==> config.mk <==
export PLATFORM = sky130hd
export DESIGN_NAME = sdi_format_lock_and_sd_input
export DESIGN_NICKNAME = d
export VERILOG_FILES = /design/src/rtl/sdi_fmt_pkg.sv /design/src/rtl/vpid_extract.sv /design/src/rtl/sdi_format_lock_and_sd_input.sv
export SDC_FILE = /design/constraint.sdc
export NUM_CORES = 1
export LEC_CHECK = 0
export BUFFER_PORTS_ARGS = -buffer_cell sky130_fd_sc_hd__buf_2
export CORE_MARGIN = 5
export CORE_UTILIZATION = 25
export CTS_CLUSTER_DIAMETER = 100
export DETAILED_ROUTE_END_ITERATION = 12
export GPL_TIMING_DRIVEN = 0
export HOLD_SLACK_MARGIN = 0.03
export PLACE_DENSITY_LB_ADDON = 0.3
export SKIP_CTS_REPAIR_TIMING = 1
export SYNTH_ARGS = -nofsm -noshare
export SYNTH_HDL_FRONTEND = slang
export SYNTH_SLANG_ARGS = --single-unit
==> constraint.sdc <==
create_clock -name clk -period 3.8 [get_ports clk]
set_input_delay 0.19 -clock clk [delete_from_list [all_inputs] [get_ports clk]]
set_output_delay 0.19 -clock clk [all_outputs]
set_load 0.02 [all_outputs]
==> src/rtl/sdi_fmt_pkg.sv <==
// constants and types shared by the sd conditioning, format lock and identifier logic
package sdi_fmt_pkg;

  // ==========================================================================
  // word and counter widths
  localparam int WORD_W = 10;          // one video word
  localparam int GAP_W  = 13;          // word gap counters, wide enough for 3g lines
  localparam int THR_W  = 4;           // lock match / unlock error thresholds
  localparam int PRG_W  = 16;          // settle interval after a scan rate change

  // ==========================================================================
  // sd transmit conditioning
  localparam logic [7:0] SD_NARROW_ALL_ONES = 8'hFF;  // narrow word that forces a ones fill
  localparam logic [1:0] SD_FILL_ZERO       = 2'h0;
  localparam logic [1:0] SD_FILL_ONE        = 2'h3;
  localparam logic [3:0] LDR_MULT           = 4'hA;  // bits per word, 27 MHz times ten
  localparam int         SD_WIDTH_8         = 0;     // sd width configuration codes
  localparam int         SD_WIDTH_10        = 1;
  localparam int         SD_WIDTH_DYN       = 2;

  // ==========================================================================
  // custom format gap offsets
  localparam logic [GAP_W-1:0] E2S_SUB_HD  = 13'h0005;
  localparam logic [GAP_W-1:0] E2S_SUB_3GA = 13'h0005;
  localparam logic [GAP_W-1:0] E2S_SUB_3GB = 13'h0009;
  localparam logic [GAP_W-1:0] S2E_ADD_HD  = 13'h0003;
  localparam logic [GAP_W-1:0] S2E_ADD_3GA = 13'h0003;
  localparam logic [GAP_W-1:0] S2E_ADD_3GB = 13'h0007;
  localparam logic [GAP_W-1:0] GAP_MAX     = 13'h1FFF; // gap counter saturates here

  // ==========================================================================
  // payload identifier ancillary packet
  localparam logic [WORD_W-1:0] ADF_W0    = 10'h000;
  localparam logic [WORD_W-1:0] ADF_W1    = 10'h3FF;
  localparam logic [7:0]        VPID_DID  = 8'h41;
  localparam logic [7:0]        VPID_SDID = 8'h01;
  localparam logic [7:0]        VPID_DC   = 8'h04;
  localparam int                N_LINKS   = 2;

  // ==========================================================================
  // enumerations
  typedef enum logic [1:0] {RATE_SD, RATE_HD, RATE_3G} rate_t;
  typedef enum logic [1:0] {LK_SETTLE, LK_HUNT, LK_LOCKED} lock_st_t;
  typedef enum logic [2:0] {V_ADF, V_DID, V_SDID, V_DC, V_UDW, V_CS} vpid_st_t;

  // all state registers reset to zero: sd rate, settle state, unlocked
  localparam logic RST_ZERO = 1'b0;

endpackage

==> src/rtl/vpid_extract.sv <==
// payload identifier extraction for one received video link
`timescale 1ns/1ps
module vpid_extract
  import sdi_fmt_pkg::*;
(
  input  wire logic              clk,        // system clock
  input  wire logic              rst_n,      // synchronous reset
  input  wire logic              en,         // advance enable
  input  wire logic [WORD_W-1:0] word,       // received word of this link
  input  wire logic              word_vld,   // word qualifier
  output logic [31:0]            vpid_bytes, // four identifier bytes, first in [7:0]
  output logic                   vpid_vld,   // pulse on a good packet
  output logic                   vpid_err    // pulse on checksum mismatch
);

  typedef struct packed {
    vpid_st_t   st;
    logic [1:0] adf;
    logic [1:0] idx;
    logic [8:0] sum;
    logic [31:0] bytes;
    logic [31:0] out;
    logic        vld;
    logic        err;
  } vst_t;

  vst_t r_reg;
  vst_t r_next;

  // ==========================================================================
  // packet parser: flag, ids, count, four user words, checksum
  always_comb begin
    r_next = r_reg;
    r_next.vld = 1'b0;
    r_next.err = 1'b0;
    if (en && word_vld) begin
      r_next.sum = r_reg.sum + word[8:0];
      case (r_reg.st)
        V_ADF: begin
          r_next.sum = 9'h000;
          if (r_reg.adf == 2'h2 && word == ADF_W1) begin
            r_next.st = V_DID;
            r_next.adf = 2'h0;
          end else if (r_reg.adf == 2'h1 && word == ADF_W1) begin
            r_next.adf = 2'h2;
          end else begin
            r_next.adf = (word == ADF_W0) ? 2'h1 : 2'h0;
          end
        end
        V_DID:  r_next.st = (word[7:0] == VPID_DID) ? V_SDID : V_ADF;
        V_SDID: r_next.st = (word[7:0] == VPID_SDID) ? V_DC : V_ADF;
        V_DC: begin
          r_next.st = (word[7:0] == VPID_DC) ? V_UDW : V_ADF;
          r_next.idx = 2'h0;
        end
        V_UDW: begin
          r_next.bytes = {word[7:0], r_reg.bytes[31:8]};
          r_next.idx = r_reg.idx + 2'h1;
          if (r_reg.idx == 2'h3) begin
            r_next.st = V_CS;
          end
        end
        V_CS: begin
          // a bad checksum keeps the previous identifier on the output
          r_next.st = V_ADF;
          if (word[8:0] == r_reg.sum) begin
            r_next.out = r_reg.bytes;
            r_next.vld = 1'b1;
          end else begin
            r_next.err = 1'b1;
          end
        end
        default: r_next.st = V_ADF;
      endcase
    end
  end

  // state register
  always_ff @(posedge clk) begin
    if (!rst_n) begin
      r_reg <= '0;
    end else begin
      r_reg <= r_next;
    end
  end

  assign vpid_bytes = r_reg.out;
  assign vpid_vld   = r_reg.vld;
  assign vpid_err   = r_reg.err;

endmodule // vpid_extract

==> src/rtl/sdi_format_lock_and_sd_input.sv <==
// sd transmit conditioning, sd receive output, custom format detection and lock control
`timescale 1ns/1ps
module sdi_format_lock_and_sd_input
  import sdi_fmt_pkg::*;
#(
  parameter bit USE_CE       = 1'b0,  // clock enable option
  parameter bit LDR_EN       = 1'b1,  // low rate sd path included
  parameter bit LDR_INT_MULT = 1'b1,  // internal clock multiplier for low rate path
  parameter bit SD_TX_10B    = 1'b1,  // 10-bit sd transmit mode
  parameter bit SEP_SD_IN    = 1'b0,  // dedicated sd data port
  parameter int SD_WIDTH     = SD_WIDTH_DYN, // 8, 10 or dynamic width
  parameter bit SD_RX_10B    = 1'b1,  // 10-bit sd receive mode
  parameter bit CUSTOM_HD    = 1'b1,  // custom hd format detection
  parameter bit CUSTOM_3G    = 1'b1   // custom 3g format detection
) (
  input  wire logic              clk,                    // 250 MHz core clock
  input  wire logic              rst_n,                  // synchronous reset
  input  wire logic              ce,                     // clock enable
  input  wire logic [19:0]       shared_parallel_input,  // common transmit bus
  input  wire logic [WORD_W-1:0] sd_dedicated_in,        // separate sd data port
  input  wire logic              sd_word_en,             // sd word strobe, 27 MHz rate
  input  wire logic              sd_narrow_width_select, // 1: 8-bit sd data
  input  wire logic              ldr_ext_tick,           // external 270 MHz bit tick
  output logic [WORD_W-1:0]      sd_tx_word,             // conditioned sd word
  output logic                   sd_tx_word_vld,         // pulse with new word
  output logic                   ldr_serial_bit,         // low rate serial data
  input  wire logic [19:0]       rx_word,                // received words, link 0 low
  input  wire logic              rx_word_vld,            // received word qualifier
  input  wire logic              rx_sav,                 // start of active trs seen
  input  wire logic              rx_eav,                 // end of active trs seen
  input  wire logic              rx_trs_err,             // trs protection error
  input  wire logic              cfg_range_mode,         // 1: compare with ranges
  input  wire logic              cfg_level_b,            // 3g uses level b offsets
  input  wire logic [GAP_W-1:0]  cfg_words_total,        // words per total line
  input  wire logic [GAP_W-1:0]  cfg_words_active,       // words per active line
  input  wire logic [GAP_W-1:0]  cfg_e2s_min,            // end_to_start_gap minimum
  input  wire logic [GAP_W-1:0]  cfg_e2s_max,            // end_to_start_gap maximum
  input  wire logic [GAP_W-1:0]  cfg_s2e_min,            // start_to_end_gap minimum
  input  wire logic [GAP_W-1:0]  cfg_s2e_max,            // start_to_end_gap maximum
  input  wire logic [PRG_W-1:0]  cfg_prog_sd,            // settle cycles for sd
  input  wire logic [PRG_W-1:0]  cfg_prog_hd,            // settle cycles for hd
  input  wire logic [PRG_W-1:0]  cfg_prog_3g,            // settle cycles for 3g
  input  wire logic [THR_W-1:0]  cfg_lock_match,         // matches needed for lock
  input  wire logic [THR_W-1:0]  cfg_unlock_err,         // errors that drop lock or scan to the next rate
  output logic [1:0]             rx_rate,                // current scan rate
  output logic                   rx_rate_change,         // pulse: reprogram transceiver
  output logic                   rx_locked,              // locked to incoming video
  output logic [WORD_W-1:0]      rx_sd_data,             // received sd word
  output logic                   rx_sd_vld,              // pulse with sd word
  output logic [N_LINKS-1:0][31:0] vpid_bytes,           // identifier per link
  output logic [N_LINKS-1:0]     vpid_vld,               // identifier updated
  output logic [N_LINKS-1:0]     vpid_err                // identifier checksum error
);

  typedef struct packed {
    logic [WORD_W-1:0] tx_word;
    logic              tx_vld;
    logic [WORD_W-1:0] ser_sh;
    logic [3:0]        ser_cnt;
    logic              ser_bit;
    rate_t             rate;
    logic              rate_chg;
    lock_st_t          st;
    logic [PRG_W-1:0]  settle;
    logic [THR_W-1:0]  match;
    logic [THR_W-1:0]  errs;
    logic              locked;
    logic [GAP_W-1:0]  gap;
    logic              seen_sav;
    logic              seen_eav;
    logic [WORD_W-1:0] rx_sd;
    logic              rx_sd_vld;
  } st_t;

  st_t r_reg;
  st_t r_next;

  logic              en;
  logic [WORD_W-1:0] sd_src;
  logic              narrow;
  logic [WORD_W-1:0] ld_word;
  logic              ser_tick;
  logic              custom_on;
  logic [GAP_W-1:0]  blank;
  logic [GAP_W-1:0]  e2s_exp;
  logic [GAP_W-1:0]  s2e_exp;
  logic              e2s_ok;
  logic              s2e_ok;
  logic              trs_ev;
  logic              trs_good;
  logic              trs_bad;
  logic [THR_W:0]    match_inc;
  logic [THR_W:0]    errs_inc;
  rate_t             rate_nxt;
  logic [PRG_W-1:0]  prog_nxt;

  // ==========================================================================
  // sd transmit input selection and width handling
  assign en       = USE_CE ? ce : 1'b1;
  assign sd_src   = (SEP_SD_IN && LDR_EN) ? sd_dedicated_in
                                          : shared_parallel_input[WORD_W-1:0];
  // 8-bit width is forced when 10-bit sd transmit is not configured
  assign narrow   = !SD_TX_10B || (SD_WIDTH == SD_WIDTH_8) ||
                    ((SD_WIDTH == SD_WIDTH_DYN) && sd_narrow_width_select);
  assign ld_word  = narrow ? {sd_src[7:0], (sd_src[7:0] == SD_NARROW_ALL_ONES)
                                           ? SD_FILL_ONE : SD_FILL_ZERO}
                           : sd_src;
  // internal multiplier gives one bit every core cycle; else the external tick paces
  assign ser_tick = LDR_INT_MULT ? 1'b1 : ldr_ext_tick;

  // ==========================================================================
  // expected custom gaps from line geometry
  assign blank     = cfg_words_total - cfg_words_active;
  assign custom_on = ((r_reg.rate == RATE_HD) && CUSTOM_HD) ||
                     ((r_reg.rate == RATE_3G) && CUSTOM_3G);
  always_comb begin
    if (r_reg.rate == RATE_3G) begin
      e2s_exp = {blank[GAP_W-2:0], 1'b0} - (cfg_level_b ? E2S_SUB_3GB : E2S_SUB_3GA);
      s2e_exp = {cfg_words_active[GAP_W-2:0], 1'b0} +
                (cfg_level_b ? S2E_ADD_3GB : S2E_ADD_3GA);
    end else begin
      e2s_exp = blank - E2S_SUB_HD;
      s2e_exp = cfg_words_active + S2E_ADD_HD;
    end
  end

  // gaps are words counted since the previous trs word
  assign e2s_ok = cfg_range_mode ? (r_reg.gap >= cfg_e2s_min && r_reg.gap <= cfg_e2s_max)
                                 : (r_reg.gap == e2s_exp);
  assign s2e_ok = cfg_range_mode ? (r_reg.gap >= cfg_s2e_min && r_reg.gap <= cfg_s2e_max)
                                 : (r_reg.gap == s2e_exp);
  assign trs_ev   = (rx_sav && r_reg.seen_eav) || (rx_eav && r_reg.seen_sav);
  assign trs_good = trs_ev && !rx_trs_err &&
                    (!custom_on || (rx_sav ? e2s_ok : s2e_ok));
  assign trs_bad  = rx_trs_err || (trs_ev && !trs_good);
  assign match_inc = {1'b0, r_reg.match} + 5'h01;
  assign errs_inc  = {1'b0, r_reg.errs} + 5'h01;

  // next scan rate and its settle interval
  always_comb begin
    case (r_reg.rate)
      RATE_SD: begin
        rate_nxt = RATE_HD;
        prog_nxt = cfg_prog_hd;
      end
      RATE_HD: begin
        rate_nxt = RATE_3G;
        prog_nxt = cfg_prog_3g;
      end
      default: begin
        rate_nxt = RATE_SD;
        prog_nxt = cfg_prog_sd;
      end
    endcase
  end

  // ==========================================================================
  // next state: transmit path, gap counter and lock machine
  always_comb begin
    r_next = r_reg;
    r_next.tx_vld = 1'b0;
    r_next.rate_chg = 1'b0;
    r_next.rx_sd_vld = 1'b0;
    if (en) begin
      // word load restarts the shifter; a word arriving mid-shift cuts it short
      if (sd_word_en) begin
        r_next.tx_word = ld_word;
        r_next.tx_vld = 1'b1;
        if (LDR_EN) begin
          r_next.ser_sh = ld_word;
          r_next.ser_cnt = LDR_MULT;
        end
      end else if (LDR_EN && ser_tick && r_reg.ser_cnt != 4'h0) begin
        r_next.ser_bit = r_reg.ser_sh[0];
        r_next.ser_sh = {1'b0, r_reg.ser_sh[WORD_W-1:1]};
        r_next.ser_cnt = r_reg.ser_cnt - 4'h1;
      end
      // sd receive words
      if (rx_word_vld && r_reg.rate == RATE_SD) begin
        r_next.rx_sd = SD_RX_10B ? rx_word[WORD_W-1:0]
                                 : {rx_word[WORD_W-1:2], SD_FILL_ZERO};
        r_next.rx_sd_vld = 1'b1;
      end
      // word gap counter, restarted on each trs
      if (rx_sav || rx_eav) begin
        r_next.gap = '0;
        r_next.seen_sav = rx_sav;
        r_next.seen_eav = rx_eav;
      end else if (rx_word_vld && r_reg.gap != GAP_MAX) begin
        r_next.gap = r_reg.gap + 13'h0001;
      end
      case (r_reg.st)
        LK_SETTLE: begin
          // transceiver reprogramming; trs seen now are not trusted
          r_next.seen_sav = 1'b0;
          r_next.seen_eav = 1'b0;
          if (r_reg.settle == '0) begin
            r_next.st = LK_HUNT;
            r_next.match = '0;
            r_next.errs = '0;
          end else begin
            r_next.settle = r_reg.settle - 16'h0001;
          end
        end
        LK_HUNT: begin
          if (trs_good) begin
            r_next.match = match_inc[THR_W-1:0];
            if (match_inc >= {1'b0, cfg_lock_match}) begin
              r_next.st = LK_LOCKED;
              r_next.locked = 1'b1;
              r_next.errs = '0;
            end
          end else if (trs_bad) begin
            r_next.errs = errs_inc[THR_W-1:0];
            if (errs_inc >= {1'b0, cfg_unlock_err}) begin
              r_next.st = LK_SETTLE;
              r_next.rate = rate_nxt;
              r_next.rate_chg = 1'b1;
              r_next.settle = prog_nxt;
              r_next.match = '0;
              r_next.errs = '0;
            end
          end
        end
        LK_LOCKED: begin
          // only consecutive errors count against lock
          if (trs_good) begin
            r_next.errs = '0;
          end else if (trs_bad) begin
            r_next.errs = errs_inc[THR_W-1:0];
            if (errs_inc >= {1'b0, cfg_unlock_err}) begin
              r_next.st = LK_HUNT;
              r_next.locked = 1'b0;
              r_next.match = '0;
              r_next.errs = '0;
            end
          end
        end
        default: r_next.st = LK_SETTLE;
      endcase
    end
  end

  // state register, everything cleared by reset
  always_ff @(posedge clk) begin
    if (!rst_n) begin
      r_reg <= '0;
    end else begin
      r_reg <= r_next;
    end
  end

  // ==========================================================================
  // identifier extraction, one parser per link
  genvar gl;
  generate
    for (gl = 0; gl < N_LINKS; gl++) begin : g_link
      vpid_extract u_vpid (
        .clk        (clk),
        .rst_n      (rst_n),
        .en         (en),
        .word       (rx_word[gl*WORD_W +: WORD_W]),
        .word_vld   (rx_word_vld),
        .vpid_bytes (vpid_bytes[gl]),
        .vpid_vld   (vpid_vld[gl]),
        .vpid_err   (vpid_err[gl])
      );
    end
  endgenerate

  // outputs straight from the state register
  assign sd_tx_word     = r_reg.tx_word;
  assign sd_tx_word_vld = r_reg.tx_vld;
  assign ldr_serial_bit = r_reg.ser_bit;
  assign rx_rate        = r_reg.rate;
  assign rx_rate_change = r_reg.rate_chg;
  assign rx_locked      = r_reg.locked;
  assign rx_sd_data     = r_reg.rx_sd;
  assign rx_sd_vld      = r_reg.rx_sd_vld;

  // ==========================================================================
  // checks
  property p_narrow_fill;
    @(posedge clk) disable iff (!rst_n)
      (en && sd_word_en && narrow) |=> (sd_tx_word[9:2] == $past(sd_src[7:0])) &&
        (sd_tx_word[1:0] == (($past(sd_src[7:0]) == SD_NARROW_ALL_ONES) ? 2'h3 : 2'h0));
  endproperty
  a_narrow_fill: assert property (p_narrow_fill) else $error("narrow sd fill wrong");

  property p_wide_pass;
    @(posedge clk) disable iff (!rst_n)
      (en && sd_word_en && !narrow) |=> sd_tx_word == $past(sd_src);
  endproperty
  a_wide_pass: assert property (p_wide_pass) else $error("wide sd word altered");

  property p_shared_low;
    @(posedge clk) disable iff (!rst_n)
      (en && sd_word_en && !narrow && !(SEP_SD_IN && LDR_EN))
        |=> sd_tx_word == $past(shared_parallel_input[9:0]);
  endproperty
  a_shared_low: assert property (p_shared_low) else $error("sd not from low bits");

  property p_ser_first;
    @(posedge clk) disable iff (!rst_n)
      (LDR_EN && LDR_INT_MULT && en && sd_word_en) ##1 (en && !sd_word_en)
        |=> ldr_serial_bit == $past(ld_word[0], 2);
  endproperty
  a_ser_first: assert property (p_ser_first) else $error("serial bit order wrong");

  property p_settle;
    @(posedge clk) disable iff (!rst_n)
      (en && r_reg.st == LK_SETTLE && r_reg.settle != '0)
        |=> r_reg.st == LK_SETTLE && r_reg.settle == $past(r_reg.settle) - 16'h0001;
  endproperty
  a_settle: assert property (p_settle) else $error("settle interval cut");

  property p_lock;
    @(posedge clk) disable iff (!rst_n)
      (en && r_reg.st == LK_HUNT && trs_good && match_inc >= {1'b0, cfg_lock_match})
        |=> rx_locked ##1 rx_locked || r_reg.st == LK_HUNT;
  endproperty
  a_lock: assert property (p_lock) else $error("lock not declared");

  property p_scan;
    @(posedge clk) disable iff (!rst_n)
      (en && r_reg.st == LK_HUNT && !trs_good && trs_bad &&
       errs_inc >= {1'b0, cfg_unlock_err})
        |=> rx_rate_change && rx_rate != $past(rx_rate) && !rx_locked;
  endproperty
  a_scan: assert property (p_scan) else $error("no rate scan after errors");

  property p_hold;
    @(posedge clk) disable iff (!rst_n)
      !en |=> r_reg.gap == $past(r_reg.gap) && r_reg.settle == $past(r_reg.settle) &&
              rx_rate == $past(rx_rate) && sd_tx_word == $past(sd_tx_word);
  endproperty
  a_hold: assert property (p_hold) else $error("state moved with enable low");

  property p_rx_sd;
    @(posedge clk) disable iff (!rst_n)
      (en && rx_word_vld && r_reg.rate == RATE_SD)
        |=> rx_sd_vld && rx_sd_data[9:2] == $past(rx_word[9:2]);
  endproperty
  a_rx_sd: assert property (p_rx_sd) else $error("sd receive word lost");

endmodule // sdi_format_lock_and_sd_input

### Word-level counts from Yosys, hierarchy flattened

Cells that the tools add are included.

* register bits: 246
* output and inout port bits: 95

* $add $sub $neg: 14
* magnitude comparators: 6
* eq/ne operators: 52
* multiplexer cells: 64
* bitwise logic cells: 5
* reduce and logical (&&, ||, !) cells: 58

Operators by type and width (count)
* $pmux W16 S2: 2
* $mux W9: 4
* $mux W16: 2
* $mux W2: 15
* $pmux W3 S5: 2
* $mux W27: 1
* $eq A13 B13 Y1: 2
* $ge A13 B13 Y1: 2
* $le A13 B13 Y1: 2
* $mux W13: 2
* $mux W26: 1
* $pmux W8 S3: 1
* $mux W3: 7
* $eq A10 B10 Y1 const B: 2
* $logic_not A10 Y1: 2
* $ne A2 B2 Y1 const B: 10
* $add A9 B9 Y9: 2
* $eq A9 B9 Y1: 2
* $reduce_and A3 Y1: 6
* $eq A8 B1 Y1 const B: 2
* $eq A8 B3 Y1 const B: 2
* $eq A8 B7 Y1 const B: 2
* $logic_not A16 Y1: 1
* $mux W8: 2
* 45 further kinds: 123

### Depth between registers and ports, before layout

* word-level depth: 14
* gate-level depth with buffers: 19
* depth with buffers taken out: 18

### Modules after synthesis

A second synthesis with hierarchy kept.

* cells, all modules: 2036
* area, all modules: 16186.8 sq um

By module, submodules not included
* sdi_format_lock_and_sd_input: times used 1, cells an instance 1138, area an instance 8623.3 sq um, sequential area each 1641.6 sq um
* vpid_extract (g_link[0].u_vpid): times used 1, cells an instance 468, area an instance 3856.2 sq um, sequential area each 1641.6 sq um
* vpid_extract (g_link[1].u_vpid): times used 1, cells an instance 430, area an instance 3707.3 sq um, sequential area each 1641.6 sq um

### Worst setup path before layout

No wires, ideal clock.

* path type: in2reg
* from: in cfg_words_active[3]
* to: reg r_reg[33] (netlist bit)
* library setup time: 0.077 ns
* arrival time: 3.935 ns
* slack: -0.212 ns
* stages: 16
* buffers on the path: 2
* cell sequence: clkbuf_1 -> inv_1 -> ha_1 -> buf_6 -> o211a_1 -> a21boi_4 -> or4_4 -> a32oi_2 -> nand4_1 -> xnor2_1 -> a2111oi_1 -> o221ai_2 -> o31a_4 -> or3_1 -> and4_4 -> o22ai_2

* cells in the longest elaborated chain, start to end: 13
* elaborated cells between the ends (all ways): 24
* classes of those cells: add/sub (5); eq/ne (6); mux (7); reduce/logical (6)

Ends and longest elaborated chain
* start: declaration: RTL line sdi_format_lock_and_sd_input.sv:35 `input wire logic [GAP_W-1:0] cfg_words_active,`
* $sub A13 B13 Y13: RTL line sdi_format_lock_and_sd_input.sv:113 `assign blank = cfg_words_total - cfg_words_active;`
* $sub A13 B3 Y13 or $sub A13 B4 Y13 (tied branches): RTL line sdi_format_lock_and_sd_input.sv:122, sdi_format_lock_and_sd_input.sv:118
* $mux W13: RTL line sdi_format_lock_and_sd_input.sv:117 `if (r_reg.rate == RATE_3G) begin`
* $eq A13 B13 Y1: RTL line sdi_format_lock_and_sd_input.sv:129 `: (r_reg.gap == e2s_exp);`
* $mux W1: RTL line sdi_format_lock_and_sd_input.sv:128 `assign e2s_ok = cfg_range_mode ? (r_reg.gap >= cfg_e2s_min && r_reg.gap <= cfg_e2s_max)`
* $mux W1 (*): RTL line sdi_format_lock_and_sd_input.sv:134 `(!custom_on || (rx_sav ? e2s_ok : s2e_ok));`
* $logic_or A1 B1 Y1 (*): RTL line sdi_format_lock_and_sd_input.sv:134
* $logic_and A1 B1 Y1 (*): RTL line sdi_format_lock_and_sd_input.sv:133 `assign trs_good = trs_ev && !rx_trs_err &&`
* $logic_not A1 Y1: RTL line sdi_format_lock_and_sd_input.sv:135 `assign trs_bad = rx_trs_err || (trs_ev && !trs_good);`
* $logic_and A1 B1 Y1: RTL line sdi_format_lock_and_sd_input.sv:135
* $logic_or A1 B1 Y1: RTL line sdi_format_lock_and_sd_input.sv:135
* $ne A3 B3 Y1 (no line) or $ne A2 B2 Y1 (tied branches)
* $reduce_and A7 Y1 (no line)
* end signal: assignment: RTL line sdi_format_lock_and_sd_input.sv:249 `r_reg <= r_next;`
* end: declaration: RTL line sdi_format_lock_and_sd_input.sv:75 `st_t r_reg;`

Mark *: on every way between the ends. The rest lies on a longest branch, timed or not.
A chain may end at the register's enable or synchronous reset.

### Worst setup path in the final report

* from: in cfg_words_active[4]
* to: reg r_reg[33] (netlist bit)

Same word-level chain as after synthesis.

==> flow_summary.toml <==
[status]
status = "complete, no violations"

[place]
placedCellCount = 3125
portBuffers = 263
dp_hpwl_microns = 41780
pre_cts_ws_ns = -0.7506
routabilityCongestion = 0.8771
place_area_sq_mm = 0.01793

[detailed_routing]
ant_nets = 0
vias_per_cell = 4.797
drc = 0
wl_per_cell_microns = 16.50
drt_first_pass_iters = 5
drt_wl_total_microns = 52930
first_iter_violations = 892
vias = 15390

[grt]
first_global_vias = 15160
antenna_found_initial = 2
grt_max_degree = 15
grt_pass1_wl_microns = 81640
grt_use_total = 0.1479
grt.overflow.total = 0

[critical_path]
critPathLaunch = "cfg_words_active[4]"
endpoint = "r_reg[33]"
critical_path_depth = 17
r2r-start = "rx_rate[0]"
arrival_ns = 4.17
crit_path_end_kind = "flip-flop"
required_ns = 4.28
reg2reg_slack_ns = 0.24
critPathMaxFanout = 8
r2r_end = "r_reg[51]"
cp-start-kind = "input pin"
crit_type = "in2reg"
crit_buf_inv = 4
crit_chain = "buf_2, inv_1, ha_1, buf_4, o211a_1, a21boi_4, or4_4, a32oi_4, nand4_1, xnor2_1, a2111oi_4, o221ai_2, buf_4, o31a_4, or3_1, and4_4, o22ai_2"
critPathSlowestCell = "or4_4"
crit_family = "compound AO/OA/AOI/OAI gates"
cpPeakStageDelay_ns = 0.51
cp_common_cell = "buf_4"
reg2reg_depth = 14

[power_and_ir_drop]
vdd_ir_drop_max_uv = 227.3
leakagePower_nw = 8.304
power.density_mw_per_mm2 = 379.8

[die]
ios = 291
die_y_microns = 259.3
dieWidth_microns = 259.3
initial_utilization = 0.2521
dieArea_sq_mm = 0.06721
core_area_sq_mm = 0.06160
rows = 91

[clocking]
clkLatencyLatePin_ns = 0.56
cts-root-buf = "clkbuf_16"
cts_tree = "done"
cts_sinks = 246
htree_levels = 1
numCtsBuffers = 29
clk_pin_slew_ns = 0.06
clk_path_buf_depth = 3

[synth]
syn_area_per_cell_sq_um = 7.670
ys_top_cells_by_area = "dfxtp_1 (32%), nand2_1 (9.0%), ha_1 (8.6%), a21oi_1 (8.0%), buf_4 (4.4%)"
ys_async_sr_fraction = 0
synthesis.nets = 2333
synth.distinct_cells = 98
synth_enable_flop_cells = 0
yosys-top-cells-count = "nand2_1 (371), a21oi_1 (247), dfxtp_1 (246), nor2_1 (136), ha_1 (107)"
synth_ff_type = "dfxtp_1"
syn_inst = 2025
yosysWarnings = 0
ys_ff_latch = 246
yosys.cell_count.top_type = "nand2_1"
synth_top_cell_by_area = "dfxtp_1"
yosysSeqAreaShare = 0.3171
synth.cell_area_sq_mm = 0.01553
synth_top_area_frac = 0.3171

[sta]
worst_pin_slew_ns = 1.017
setup_ws_ns = 0.1158
period_needed_ns = 3.684
skew_ns = 0.02087
slew_viol_final = 0
fmax_mhz = 271.4
tns_ns = 0
finalHoldViolations = 0
final-setup-viol-count = 0
slew_headroom = 0.3218
post-route-period-util = 0.9695

[cells_and_area]
seq_area_sq_mm = 0.004930
stdcell_count = 3208
largest_register_ffs = 96
final_util = 0.3153
postLayoutCellArea_sq_mm = 0.01942
nets = 2659
area_growth_pct = 25.04
fill_cells = 6601
multi_input_area_sq_mm = 0.009296
drive_gt1_frac = 0.2101

[run]
max_cap_viol_count = 0

[worst_hold_path]
min_path_type = "in2reg"
hold_start = "rx_word[19]"
-- worst register-to-register path, delay by kind of cell (launching register included) --
family          cells  cell delay, ns
compound gates      6            1.01
simple gates        5            1.60
mux                 1            0.21
buf+inv             1            0.07
fa+ha+maj           1            0.24
flops               1            0.37
-- report_power, final --
group,leakage (nW),internal (mW),switching (mW)
Combinational,5.84,0.739,1.07
Sequential,1.99,2.67,0.0661
Clock,0.472,1.70,1.14
Total,8.30,5.10,2.27
-- cell type report --
type                    instances  share of cell area
inverters                     101             0.01972
multi-input cells            1474              0.4787
clock buffers                  36             0.04130
plain buffers                 203             0.05979
repair buffers                296             0.08356
flip-flops and latches        246              0.2538
clock inverters                14            0.009020
diodes                          1           0.0001289
well taps                     837             0.05393
-- logic make-up (layout without fill, tap and decap cells) --
kind of cell	count (synthesis)	after routing	synth area share
other cells	0	1	0
fa+ha+maj	112	112	0.09264
mux	27	27	0.01797
compound gates	523	523	0.2153
simple gates	739	739	0.2160
buf+inv	305	650	0.09724
flops	246	246	0.3171
xor+xnor	73	73	0.04382
-- metrics by stage --
step,hold slack (ns),power (mW)
detailed placement,0.4487,4.468
floorplan,0.3260,3.966
finish,0.06423,7.376
CTS,-0.1167,7.346
global route,0.07541,7.757
global placement,0.4452,4.439
-- layout by cell type, fill, tap and decap left out, drive strengths merged, types with 19 or more instances in the layout --
cell,netlist,layout
nand3,39,39
o21ai,63,63
mux2i,20,20
nand4,31,31
xor2,24,24
clkbuf,99,134
nor2,138,138
nor3,41,41
a21oi,248,248
a22oi,32,32
inv,101,102
nand2,372,372
dfxtp,246,246
ha,107,107
o22ai,19,19
dlygate4sd3,0,21
a21o,22,22
nand2b,24,24
xnor2,46,46
buf,105,380
-- per-layer routing --
metal / vias up / GRT usage / share of wire
met2: 415 / 0.2499 / 0.47
met4: 4 / 0.03391 / 0.018
met5: - / 0 / 0.00040
li1: 7614 / - / -
met3: 68 / 0.02286 / 0.049
met1: 7289 / 0.1998 / 0.46
-- how the worst min path moves through the flow --
stage	cells after the start	slack [ns]	endpoint
2_1_floorplan	2	0.33	rx_sd_data[0]
3_3_place_gp	2	0.45	g_link[0].u_vpid.r_reg[35]
3_5_place_dp	2	0.45	g_link[1].u_vpid.r_reg[37]
4_1_cts	3	-0.12	g_link[1].u_vpid.r_reg[65]
5_1_grt	5	0.08	g_link[1].u_vpid.r_reg[78]
6_report	5	0.06	g_link[1].u_vpid.r_reg[78]
(Power assumes the default switching activity.)
